`config.mk`:
```
export PLATFORM = sky130hd
export DESIGN_NAME = amf_sample_path
export DESIGN_NICKNAME = d
export VERILOG_FILES = /design/src/verilog/amf_pkg.sv /design/src/verilog/amf_sample_path.sv
export SDC_FILE = /design/constraint.sdc
export NUM_CORES = 1
export LEC_CHECK = 0
export BUFFER_PORTS_ARGS = -buffer_cell sky130_fd_sc_hd__buf_2
export CAP_MARGIN = 40
export CORE_UTILIZATION = 40
export DETAILED_ROUTE_END_ITERATION = 16
export PLACE_DENSITY_LB_ADDON = 0.1
export SYNTH_ARGS = -nofsm -noshare
export SYNTH_HDL_FRONTEND = slang
export SYNTH_SLANG_ARGS = --single-unit
```
`constraint.sdc`:
```
create_clock -name core_clk -period 6 [get_ports core_clk]
set_input_delay 0.3 -clock core_clk [delete_from_list [all_inputs] [get_ports core_clk]]
set_output_delay 0.3 -clock core_clk [all_outputs]
set_load 0.01 [all_outputs]
```
`src/verilog/amf_pkg.sv`:
```
// constants shared by the converter sample-path design
package amf_pkg;

  // ===========================================================
  // register byte offsets
  localparam logic [15:0] OFS_SLOT_FIRST = 16'h2100; // frame count + slot 10 select
  localparam logic [15:0] OFS_SLOT_LAST = 16'h2105; // slot 0 and slot 1 selects
  localparam logic [15:0] OFS_INPUT_CFG = 16'h210c; // filter length + differential enables
  localparam logic [15:0] OFS_CLOCK_CFG = 16'h2200; // clock speed selects
  localparam logic [15:0] OFS_PREAMP_CFG = 16'h2704; // pre-amplifier enable
  localparam logic [15:0] OFS_REMOTE_CFG = 16'h2709; // remote sensor enables

  // ===========================================================
  // field positions
  localparam int FLD_FILT_LSB = 1; // filter_length_code[1:0] at [2:1]
  localparam int FLD_DIFF01 = 4; // pair01_differential_enable
  localparam int FLD_DIFF45 = 6; // pair45_differential_enable
  localparam int FLD_DIFF67 = 7; // pair67_differential_enable
  localparam int FLD_FAST_CLK = 4; // fast master clock select
  localparam int FLD_CONV_DIV = 5; // converter clock divider select
  localparam int FLD_PREAMP = 5; // gain-of-8 pre-amplifier enable
  localparam int FLD_RMT_B = 4; // remote_link_b_enable
  localparam int FLD_RMT_C = 5; // remote_link_c_enable
  localparam int FLD_FRAME_LSB = 4; // frame_slot_count[3:0] at [7:4]

  // ===========================================================
  // reset values and limits
  localparam logic [7:0] CFG_RESET = 8'h00; // every config byte clears
  localparam logic [3:0] MAX_SLOTS = 4'hb; // longest frame, eleven slots
  localparam logic [1:0] FILT_CODE_22 = 2'h2; // code 10 -> 22-bit result

  // ===========================================================
  // result formatting
  localparam int RES_SHIFT = 9; // left-justify distance
  localparam int RES_BITS_21 = 21; // resolution incl. sign, code 01
  localparam int RES_BITS_22 = 22; // resolution incl. sign, code 10

  // ===========================================================
  // timing counts in core clocks / converter cycles
  localparam logic [3:0] CONV_HALF_SLOW = 4'h4; // converter clock half period, divider bit clear
  localparam logic [3:0] CONV_HALF_FAST = 4'h2; // converter clock half period, divider bit set
  localparam logic [15:0] FILT_CYC_21 = 16'h0180; // converter cycles per 21-bit conversion
  localparam logic [15:0] FILT_CYC_22 = 16'h0300; // converter cycles per 22-bit conversion
  localparam logic [3:0] SETTLE_CYC = 4'h2; // converter cycles after a mux switch
  localparam logic [7:0] RAM_BASE = 8'h00; // engine RAM word of handle 0

  // sequencer states
  typedef enum logic [1:0] {SEQ_IDLE, SEQ_SETTLE, SEQ_ACCUM, SEQ_STORE} amf_seq_t;

endpackage

```
`src/verilog/amf_sample_path.sv`:
```
// multiplexed converter sample path: config registers, slot sequencer, decimator, engine RAM writer
//
// The plain strobed port was decided locally.
`timescale 1ns/100ps
module amf_sample_path (
  input wire logic core_clk,
  input wire logic resetn,
  // register port
  input wire logic [15:0] regAddr,
  input wire logic [7:0] regWrData,
  input wire logic regWr,
  input wire logic regRd,
  output logic [7:0] regRdData,
  // converter side
  input wire logic modulatorBit,
  output logic converterClock,
  output logic [3:0] slotInputSelect,
  output logic conversionStart,
  output logic frameSync,
  // analog and clock controls
  output logic pair01DiffEnable,
  output logic pair45DiffEnable,
  output logic pair67DiffEnable,
  output logic preampGain8Enable,
  output logic remoteLinkBEnable,
  output logic remoteLinkCEnable,
  output logic fastClockSelect,
  output logic converterDivSelect,
  // compute-engine RAM write port
  output logic ceRamWrite,
  output logic [7:0] ceRamAddr,
  output logic [31:0] ceRamData
);

  // ===========================================================
  // configuration storage
  logic [7:0] slotByte_ff [0:5]; // six bytes of slot selects and frame count
  logic [7:0] inputCfg_ff; // filter length and differential enables
  logic [7:0] clockCfg_ff; // clock speed selects
  logic [7:0] preampCfg_ff; // pre-amplifier control
  logic [7:0] remoteCfg_ff; // remote sensor enables
  logic [7:0] regRdData_ff; // read data, one cycle after strobe

  // address decode
  wire [15:0] slotOfs = regAddr - amf_pkg::OFS_SLOT_FIRST;
  wire hitSlot = (regAddr >= amf_pkg::OFS_SLOT_FIRST) && (regAddr <= amf_pkg::OFS_SLOT_LAST);
  wire [2:0] slotIdx = slotOfs[2:0];
  wire hitInput = (regAddr == amf_pkg::OFS_INPUT_CFG);
  wire hitClock = (regAddr == amf_pkg::OFS_CLOCK_CFG);
  wire hitPreamp = (regAddr == amf_pkg::OFS_PREAMP_CFG);
  wire hitRemote = (regAddr == amf_pkg::OFS_REMOTE_CFG);

  // read mux; unmapped addresses return zero
  wire [7:0] rdSel = hitSlot ? slotByte_ff[slotIdx] :
                     hitInput ? inputCfg_ff :
                     hitClock ? clockCfg_ff :
                     hitPreamp ? preampCfg_ff :
                     hitRemote ? remoteCfg_ff : 8'h00;

  // ===========================================================
  // register writes and reads
  // all fields clear on reset, plain read/write storage
  always_ff @(posedge core_clk)
  begin
    if (!resetn)
    begin
      for (int i = 0; i < 6; i++)
      begin
        slotByte_ff[i] <= amf_pkg::CFG_RESET;
      end
      inputCfg_ff <= amf_pkg::CFG_RESET;
      clockCfg_ff <= amf_pkg::CFG_RESET;
      preampCfg_ff <= amf_pkg::CFG_RESET;
      remoteCfg_ff <= amf_pkg::CFG_RESET;
    end
    else if (regWr)
    begin
      // one target per address, others untouched
      if (hitSlot)
      begin
        slotByte_ff[slotIdx] <= regWrData;
      end
      if (hitInput)
      begin
        inputCfg_ff <= regWrData;
      end
      if (hitClock)
      begin
        clockCfg_ff <= regWrData;
      end
      if (hitPreamp)
      begin
        preampCfg_ff <= regWrData;
      end
      if (hitRemote)
      begin
        remoteCfg_ff <= regWrData;
      end
    end
  end

  // read data valid only in the cycle after the strobe
  always_ff @(posedge core_clk)
  begin
    if (!resetn)
    begin
      regRdData_ff <= 8'h00;
    end
    else
    begin
      regRdData_ff <= regRd ? rdSel : 8'h00;
    end
  end
  assign regRdData = regRdData_ff;

  // ===========================================================
  // static control outputs straight from the config bytes
  assign pair01DiffEnable = inputCfg_ff[amf_pkg::FLD_DIFF01];
  assign pair45DiffEnable = inputCfg_ff[amf_pkg::FLD_DIFF45];
  assign pair67DiffEnable = inputCfg_ff[amf_pkg::FLD_DIFF67];
  // gain stage exists on pair 0-1 only; clear leaves unity
  assign preampGain8Enable = preampCfg_ff[amf_pkg::FLD_PREAMP];
  assign remoteLinkBEnable = remoteCfg_ff[amf_pkg::FLD_RMT_B];
  assign remoteLinkCEnable = remoteCfg_ff[amf_pkg::FLD_RMT_C];
  assign fastClockSelect = clockCfg_ff[amf_pkg::FLD_FAST_CLK];
  assign converterDivSelect = clockCfg_ff[amf_pkg::FLD_CONV_DIV];

  // decoded filter settings
  wire [1:0] filterLengthCode = inputCfg_ff[amf_pkg::FLD_FILT_LSB +: 2];
  // code 10 is the long filter; 00 and 11 fall back to the short one
  wire longFilter = (filterLengthCode == amf_pkg::FILT_CODE_22);
  wire [15:0] filterCycles = longFilter ? amf_pkg::FILT_CYC_22 : amf_pkg::FILT_CYC_21;

  // frame length, clamped to eleven so a bad value cannot address missing slots
  wire [3:0] frameRaw = slotByte_ff[0][amf_pkg::FLD_FRAME_LSB +: 4];
  wire [3:0] frameSlotCount = (frameRaw > amf_pkg::MAX_SLOTS) ? amf_pkg::MAX_SLOTS : frameRaw;

  // ===========================================================
  // converter clock divider
  logic [3:0] divCnt_ff; // core clocks into this half period
  logic convClk_ff; // converter clock level
  // divider bit picks the half period of both converter and filter clocks
  wire [3:0] halfPeriod = converterDivSelect ? amf_pkg::CONV_HALF_FAST : amf_pkg::CONV_HALF_SLOW;
  wire halfDone = (divCnt_ff >= halfPeriod - 4'h1);
  // one core cycle per converter rising edge; decimator advances only then
  wire convTick = halfDone && !convClk_ff;

  always_ff @(posedge core_clk)
  begin
    if (!resetn)
    begin
      divCnt_ff <= 4'h0;
      convClk_ff <= 1'b0;
    end
    else if (halfDone)
    begin
      divCnt_ff <= 4'h0;
      convClk_ff <= !convClk_ff;
    end
    else
    begin
      divCnt_ff <= divCnt_ff + 4'h1;
    end
  end
  assign converterClock = convClk_ff;

  // ===========================================================
  // modulator bit synchroniser
  logic modSync1_ff; // first stage, read only by the second
  logic modSync2_ff; // second stage
  logic modSync3_ff; // third stage
  logic modBit_ff; // accepted level once stages two and three agree

  always_ff @(posedge core_clk)
  begin
    if (!resetn)
    begin
      modSync1_ff <= 1'b0;
      modSync2_ff <= 1'b0;
      modSync3_ff <= 1'b0;
      modBit_ff <= 1'b0;
    end
    else
    begin
      modSync1_ff <= modulatorBit;
      modSync2_ff <= modSync1_ff;
      modSync3_ff <= modSync2_ff;
      if (modSync2_ff == modSync3_ff)
      begin
        modBit_ff <= modSync3_ff;
      end
    end
  end

  // ===========================================================
  // slot sequencer and decimator
  amf_pkg::amf_seq_t state_ff;
  amf_pkg::amf_seq_t nxt_state;
  logic [3:0] slot_ff; // current slot in the frame
  logic [15:0] cycCnt_ff; // converter cycles in this phase
  logic signed [21:0] accum_ff; // decimation sum, +1/-1 per cycle
  logic [3:0] handle_ff; // input handle latched at slot start
  logic startPulse_ff; // one-cycle conversion start
  logic syncPulse_ff; // one-cycle frame start
  logic ceWr_ff; // one-cycle RAM write strobe
  logic [7:0] ceAddr_ff; // RAM word address
  logic [31:0] ceData_ff; // RAM word data

  // per-slot select: slot k lives in byte 5-k/2, nibble k%2
  wire [2:0] selByte = 3'h5 - slot_ff[3:1];
  wire [7:0] selSrc = slotByte_ff[selByte];
  wire [3:0] curSelect = slot_ff[0] ? selSrc[7:4] : selSrc[3:0];

  wire frameOn = (frameSlotCount != 4'h0);
  wire lastSlot = (slot_ff >= frameSlotCount - 4'h1);
  wire settleDone = (cycCnt_ff[3:0] >= amf_pkg::SETTLE_CYC - 4'h1);
  wire accumDone = (cycCnt_ff >= filterCycles - 16'h0001);

  // resolution: sign-extend from bit 20 for the short filter
  wire signed [21:0] res21 = {{(amf_pkg::RES_BITS_22 - amf_pkg::RES_BITS_21 + 1){accum_ff[20]}}, accum_ff[19:0]};
  wire signed [21:0] result = longFilter ? accum_ff : res21;
  // left-justify by nine, zeros below, sign fills the top
  wire [31:0] storeWord = {result[21], result, {amf_pkg::RES_SHIFT{1'b0}}};

  // next-state logic
  always_comb
  begin
    nxt_state = state_ff;
    unique case (state_ff)
      amf_pkg::SEQ_IDLE:
      begin
        if (frameOn && convTick)
        begin
          nxt_state = amf_pkg::SEQ_SETTLE;
        end
      end
      amf_pkg::SEQ_SETTLE:
      begin
        if (convTick && settleDone)
        begin
          nxt_state = amf_pkg::SEQ_ACCUM;
        end
      end
      amf_pkg::SEQ_ACCUM:
      begin
        if (convTick && accumDone)
        begin
          nxt_state = amf_pkg::SEQ_STORE;
        end
      end
      amf_pkg::SEQ_STORE:
      begin
        // frame length cleared mid-frame stops after this store
        nxt_state = frameOn ? amf_pkg::SEQ_SETTLE : amf_pkg::SEQ_IDLE;
      end
    endcase
  end

  // state, counters and accumulator
  always_ff @(posedge core_clk)
  begin
    if (!resetn)
    begin
      state_ff <= amf_pkg::SEQ_IDLE;
      slot_ff <= 4'h0;
      cycCnt_ff <= 16'h0000;
      accum_ff <= 22'sh0;
      handle_ff <= 4'h0;
    end
    else
    begin
      state_ff <= nxt_state;
      if (state_ff == amf_pkg::SEQ_IDLE)
      begin
        slot_ff <= 4'h0;
        handle_ff <= curSelect;
      end
      else if (state_ff == amf_pkg::SEQ_STORE)
      begin
        // advance slot; wrap at frame end
        slot_ff <= lastSlot ? 4'h0 : slot_ff + 4'h1;
        cycCnt_ff <= 16'h0000;
      end
      else if (convTick)
      begin
        if (state_ff == amf_pkg::SEQ_SETTLE && settleDone)
        begin
          // conversion begins: latch handle, clear sum
          cycCnt_ff <= 16'h0000;
          accum_ff <= 22'sh0;
          handle_ff <= curSelect;
        end
        else
        begin
          cycCnt_ff <= cycCnt_ff + 16'h0001;
          if (state_ff == amf_pkg::SEQ_ACCUM)
          begin
            // one modulator bit per converter cycle
            accum_ff <= modBit_ff ? accum_ff + 22'sh1 : accum_ff - 22'sh1;
          end
        end
      end
    end
  end

  // pulses and the engine RAM write
  always_ff @(posedge core_clk)
  begin
    if (!resetn)
    begin
      startPulse_ff <= 1'b0;
      syncPulse_ff <= 1'b0;
      ceWr_ff <= 1'b0;
      ceAddr_ff <= 8'h00;
      ceData_ff <= 32'h0000_0000;
    end
    else
    begin
      // start strobe from the sequencer, never from the converter
      startPulse_ff <= (state_ff == amf_pkg::SEQ_SETTLE) && convTick && settleDone;
      syncPulse_ff <= (state_ff == amf_pkg::SEQ_SETTLE) && convTick && settleDone && (slot_ff == 4'h0);
      // single-word write to the handle's address only
      ceWr_ff <= (state_ff == amf_pkg::SEQ_STORE);
      if (state_ff == amf_pkg::SEQ_STORE)
      begin
        ceAddr_ff <= amf_pkg::RAM_BASE + {4'h0, handle_ff};
        ceData_ff <= storeWord;
      end
    end
  end

  // ===========================================================
  // output drive
  assign slotInputSelect = curSelect;
  assign conversionStart = startPulse_ff;
  assign frameSync = syncPulse_ff;
  assign ceRamWrite = ceWr_ff;
  assign ceRamAddr = ceAddr_ff;
  assign ceRamData = ceData_ff;

endmodule // amf_sample_path
```
==> flow_summary.yaml <==
clock_tree:
  cts_setup_buffers: 0
  cts_inserted_buffers: 17
  cts_hold_buf: 0
  clock_latency_ps: 450
  cts_sinks: 190
  cts_max_path_buffers: 2
  tritoncts: "built"
  path_clk_slew_ps: 80
  htree_levels: 4
  ctsResizeCount: 0
  root_buffer: "clkbuf_16"
synth:
  seq_area_frac_synth_pct: 46.12
  synthTopCellsByArea: "dfxtp_1 (26%), edfxtp_1 (20%), mux4_2 (8.4%)"
  syn-cell-area_mm2: 0.009635
  yosysTopAreaCell: "dfxtp_1"
  async_flop_share_pct: 0
  synth-edff-count: 64
  synthTopCellsByCount: "dfxtp_1 (126), nand2_1 (86), nor2_1 (79)"
  synth_ff_type: "dfxtp_1"
  synth_top_cell_area_share_pct: 26.18
  yosys_warnings: 0
  synth_seq_cells: 190
  avgSynthCellArea_um2: 10.45
  syn-instance-count: 922
  synth.most_common_cell: "dfxtp_1"
  synth_cell_types: 64
timing:
  drv_slew: 0
  rsz0062_at_grt: "no"
  post-route-min-period_ps: 3215
  fin_skew_ps: 15.18
  hold_violations: 0
  worst_pin_slew_ps: 858.5
  fin_setup_tns_ps: 0
  setup_slack_ps: 2785
  final-setup-viol-count: 0
  slew-limit-headroom_pct: 42.34
  fmax_mhz: 311.1
  post-route-period-util_pct: 53.58
drt:
  vias_per_cell: 5.317
  wl_per_cell_um: 17.30
  drtIter0Drc: 444
  via_count: 7061
  final_antenna_net_count: 0
  dr.pass1.iters: 7
  drt-total-wl_um: 22970
  post-route-drc-count: 0
worst_setup_path:
  arrival_ps: 3530
  crit_type: "reg2reg"
  cp_max_fo: 21
  crit_required_ps: 6320
  start_kind: "flip-flop"
  cp-end-kind: "flip-flop"
  rrSetupSlack_ps: 2790
global_route:
  grt_max_degree: 45
  grt-ovfl-total: 0
  grt_pass1_vias: 6736
  grt_antenna_before_repair: 0
  grt_usage_pct: 19.52
  grt_pass1_wl_um: 36660
cells_and_area:
  fin_nets: 1066
  finalInstanceArea_mm2: 0.01095
  diodes: 0
  area_growth_pct: 13.66
  drive_gt1_share_pct: 18.83
  post-route-util_pct: 46.52
placed_design:
  io_buffers: 79
  place_hpwl_um: 16210
  gp_congestion: 0.7928
  dp_slack_ps: 2738
  placed_area_mm2: 0.01032
power:
  power.density_mw_per_mm2: 303.9
  leakage_nw: 4.243
  vdd_drop_max_mv: 0.1985
floorplanning:
  die_w_um: 157.2
  die_area_mm2: 0.02471
  die_h_um: 157.2
  initial_core_util_pct: 40.93
  io_pins: 93
  core.rowCount: 56
  core-area_mm2: 0.02354
status:
  status: "finished clean"
run:
  maxCapViolations: 0
worst_hold_path:
  min_path_type: "in2reg"
cell families (layout without fill, tap and decap cells):
group	count (synthesis)	after routing	share of synthesized area (%)
buffers and inverters	85	143	4.298
other	1	30	0.03892
AOI/OAI and AO/OA	173	173	11.70
and+or+nand+nor	326	326	17.19
DFF	190	190	46.12
muxes	72	72	12.15
adders and majority gates	41	41	5.402
xor gates and xnor gates	34	34	3.091
final timing paths:
check                                    to              startpoint  cells after the start
setup / recovery  accum_ff[21]$_SDFFE_PN0P_  modBit_ff$_SDFFE_PN0N_                     10
hold / removal       modSync1_ff$_SDFF_PN0_            modulatorBit                      2
setup reg to reg  accum_ff[21]$_SDFFE_PN0P_  modBit_ff$_SDFFE_PN0N_                     10
hold reg to reg      modSync2_ff$_SDFF_PN0_  modSync1_ff$_SDFF_PN0_                      1
per-layer routing:
metal | share of wire, % | track usage [%] | vias to the layer above
met5 | 0 | 0 | -
met4 | 2.3 | 7.258 | 0
met3 | 3.9 | 3.910 | 27
met2 | 48 | 31.48 | 163
met1 | 46 | 25.83 | 3393
li1 | - | - | 3478
metrics by stage:
stage | hold WS (ps) | std cells | total power [mW]
floorplan | 411.9 | 951 | 2.030
global placement | 417.0 | 1290 | 2.195
detailed placement | 422.2 | 1296 | 2.197
CTS | 46.76 | 1328 | 3.367
global route | 62.39 | 1328 | 3.505
finish | 62.69 | 1328 | 3.328
state kept, by name (all words and copies together), names as in the netlist, 2 cells and up:
signal,count
divCnt_ff,4
preampCfg_ff,8
clockCfg_ff,8
remoteCfg_ff,8
ceRamData,22
inputCfg_ff,8
regRdData,8
cycCnt_ff,16
handle_ff,4
state_ff,2
ceRamAddr,4
slotByte_ff,64
accum_ff,22
slot_ff,4
worst max-delay path, stage by stage (launching register included):
cell and delay [ps]:
dfxtp_1 340, inv_1 600, ha_1 370, a211oi_1 290
o21ai_0 150, a21oi_1 210, o21ai_0 310, a311oi_1 370
xnor2_1 180, mux2i_1 200, a21oi_1 80
cell usage in the layout, fill, tap and decap left out, types with 38 or more instances in the layout:
cell / instances
buf_2: 81
a21oi_1: 71
nand2_1: 86
edfxtp_1: 64
dfxtp_1: 126
ha_1: 39
nand3_1: 42
and2_1: 38
nor2_1: 79
layout make-up:
cell class	instances	area [µm²]
Tap cell	319	399.1
Timing Repair Buffer	95	530.5
Fill cell	2267	12590
Inverter	16	60.06
Multi-Input combinational cell	676	4888
Clock buffer	17	425.4
Clock inverter	15	203.9
Sequential cell	190	4444
report_power, final:
| group | internal (mW) | total, mW | switching, mW |
|---|---|---|---|
| combinational | 0.308 | 0.728 | 0.420 |
| clock | 0.574 | 1.16 | 0.588 |
| sequential | 1.39 | 1.44 | 0.0508 |
Note: power is estimated with default switching activity, not from simulation.
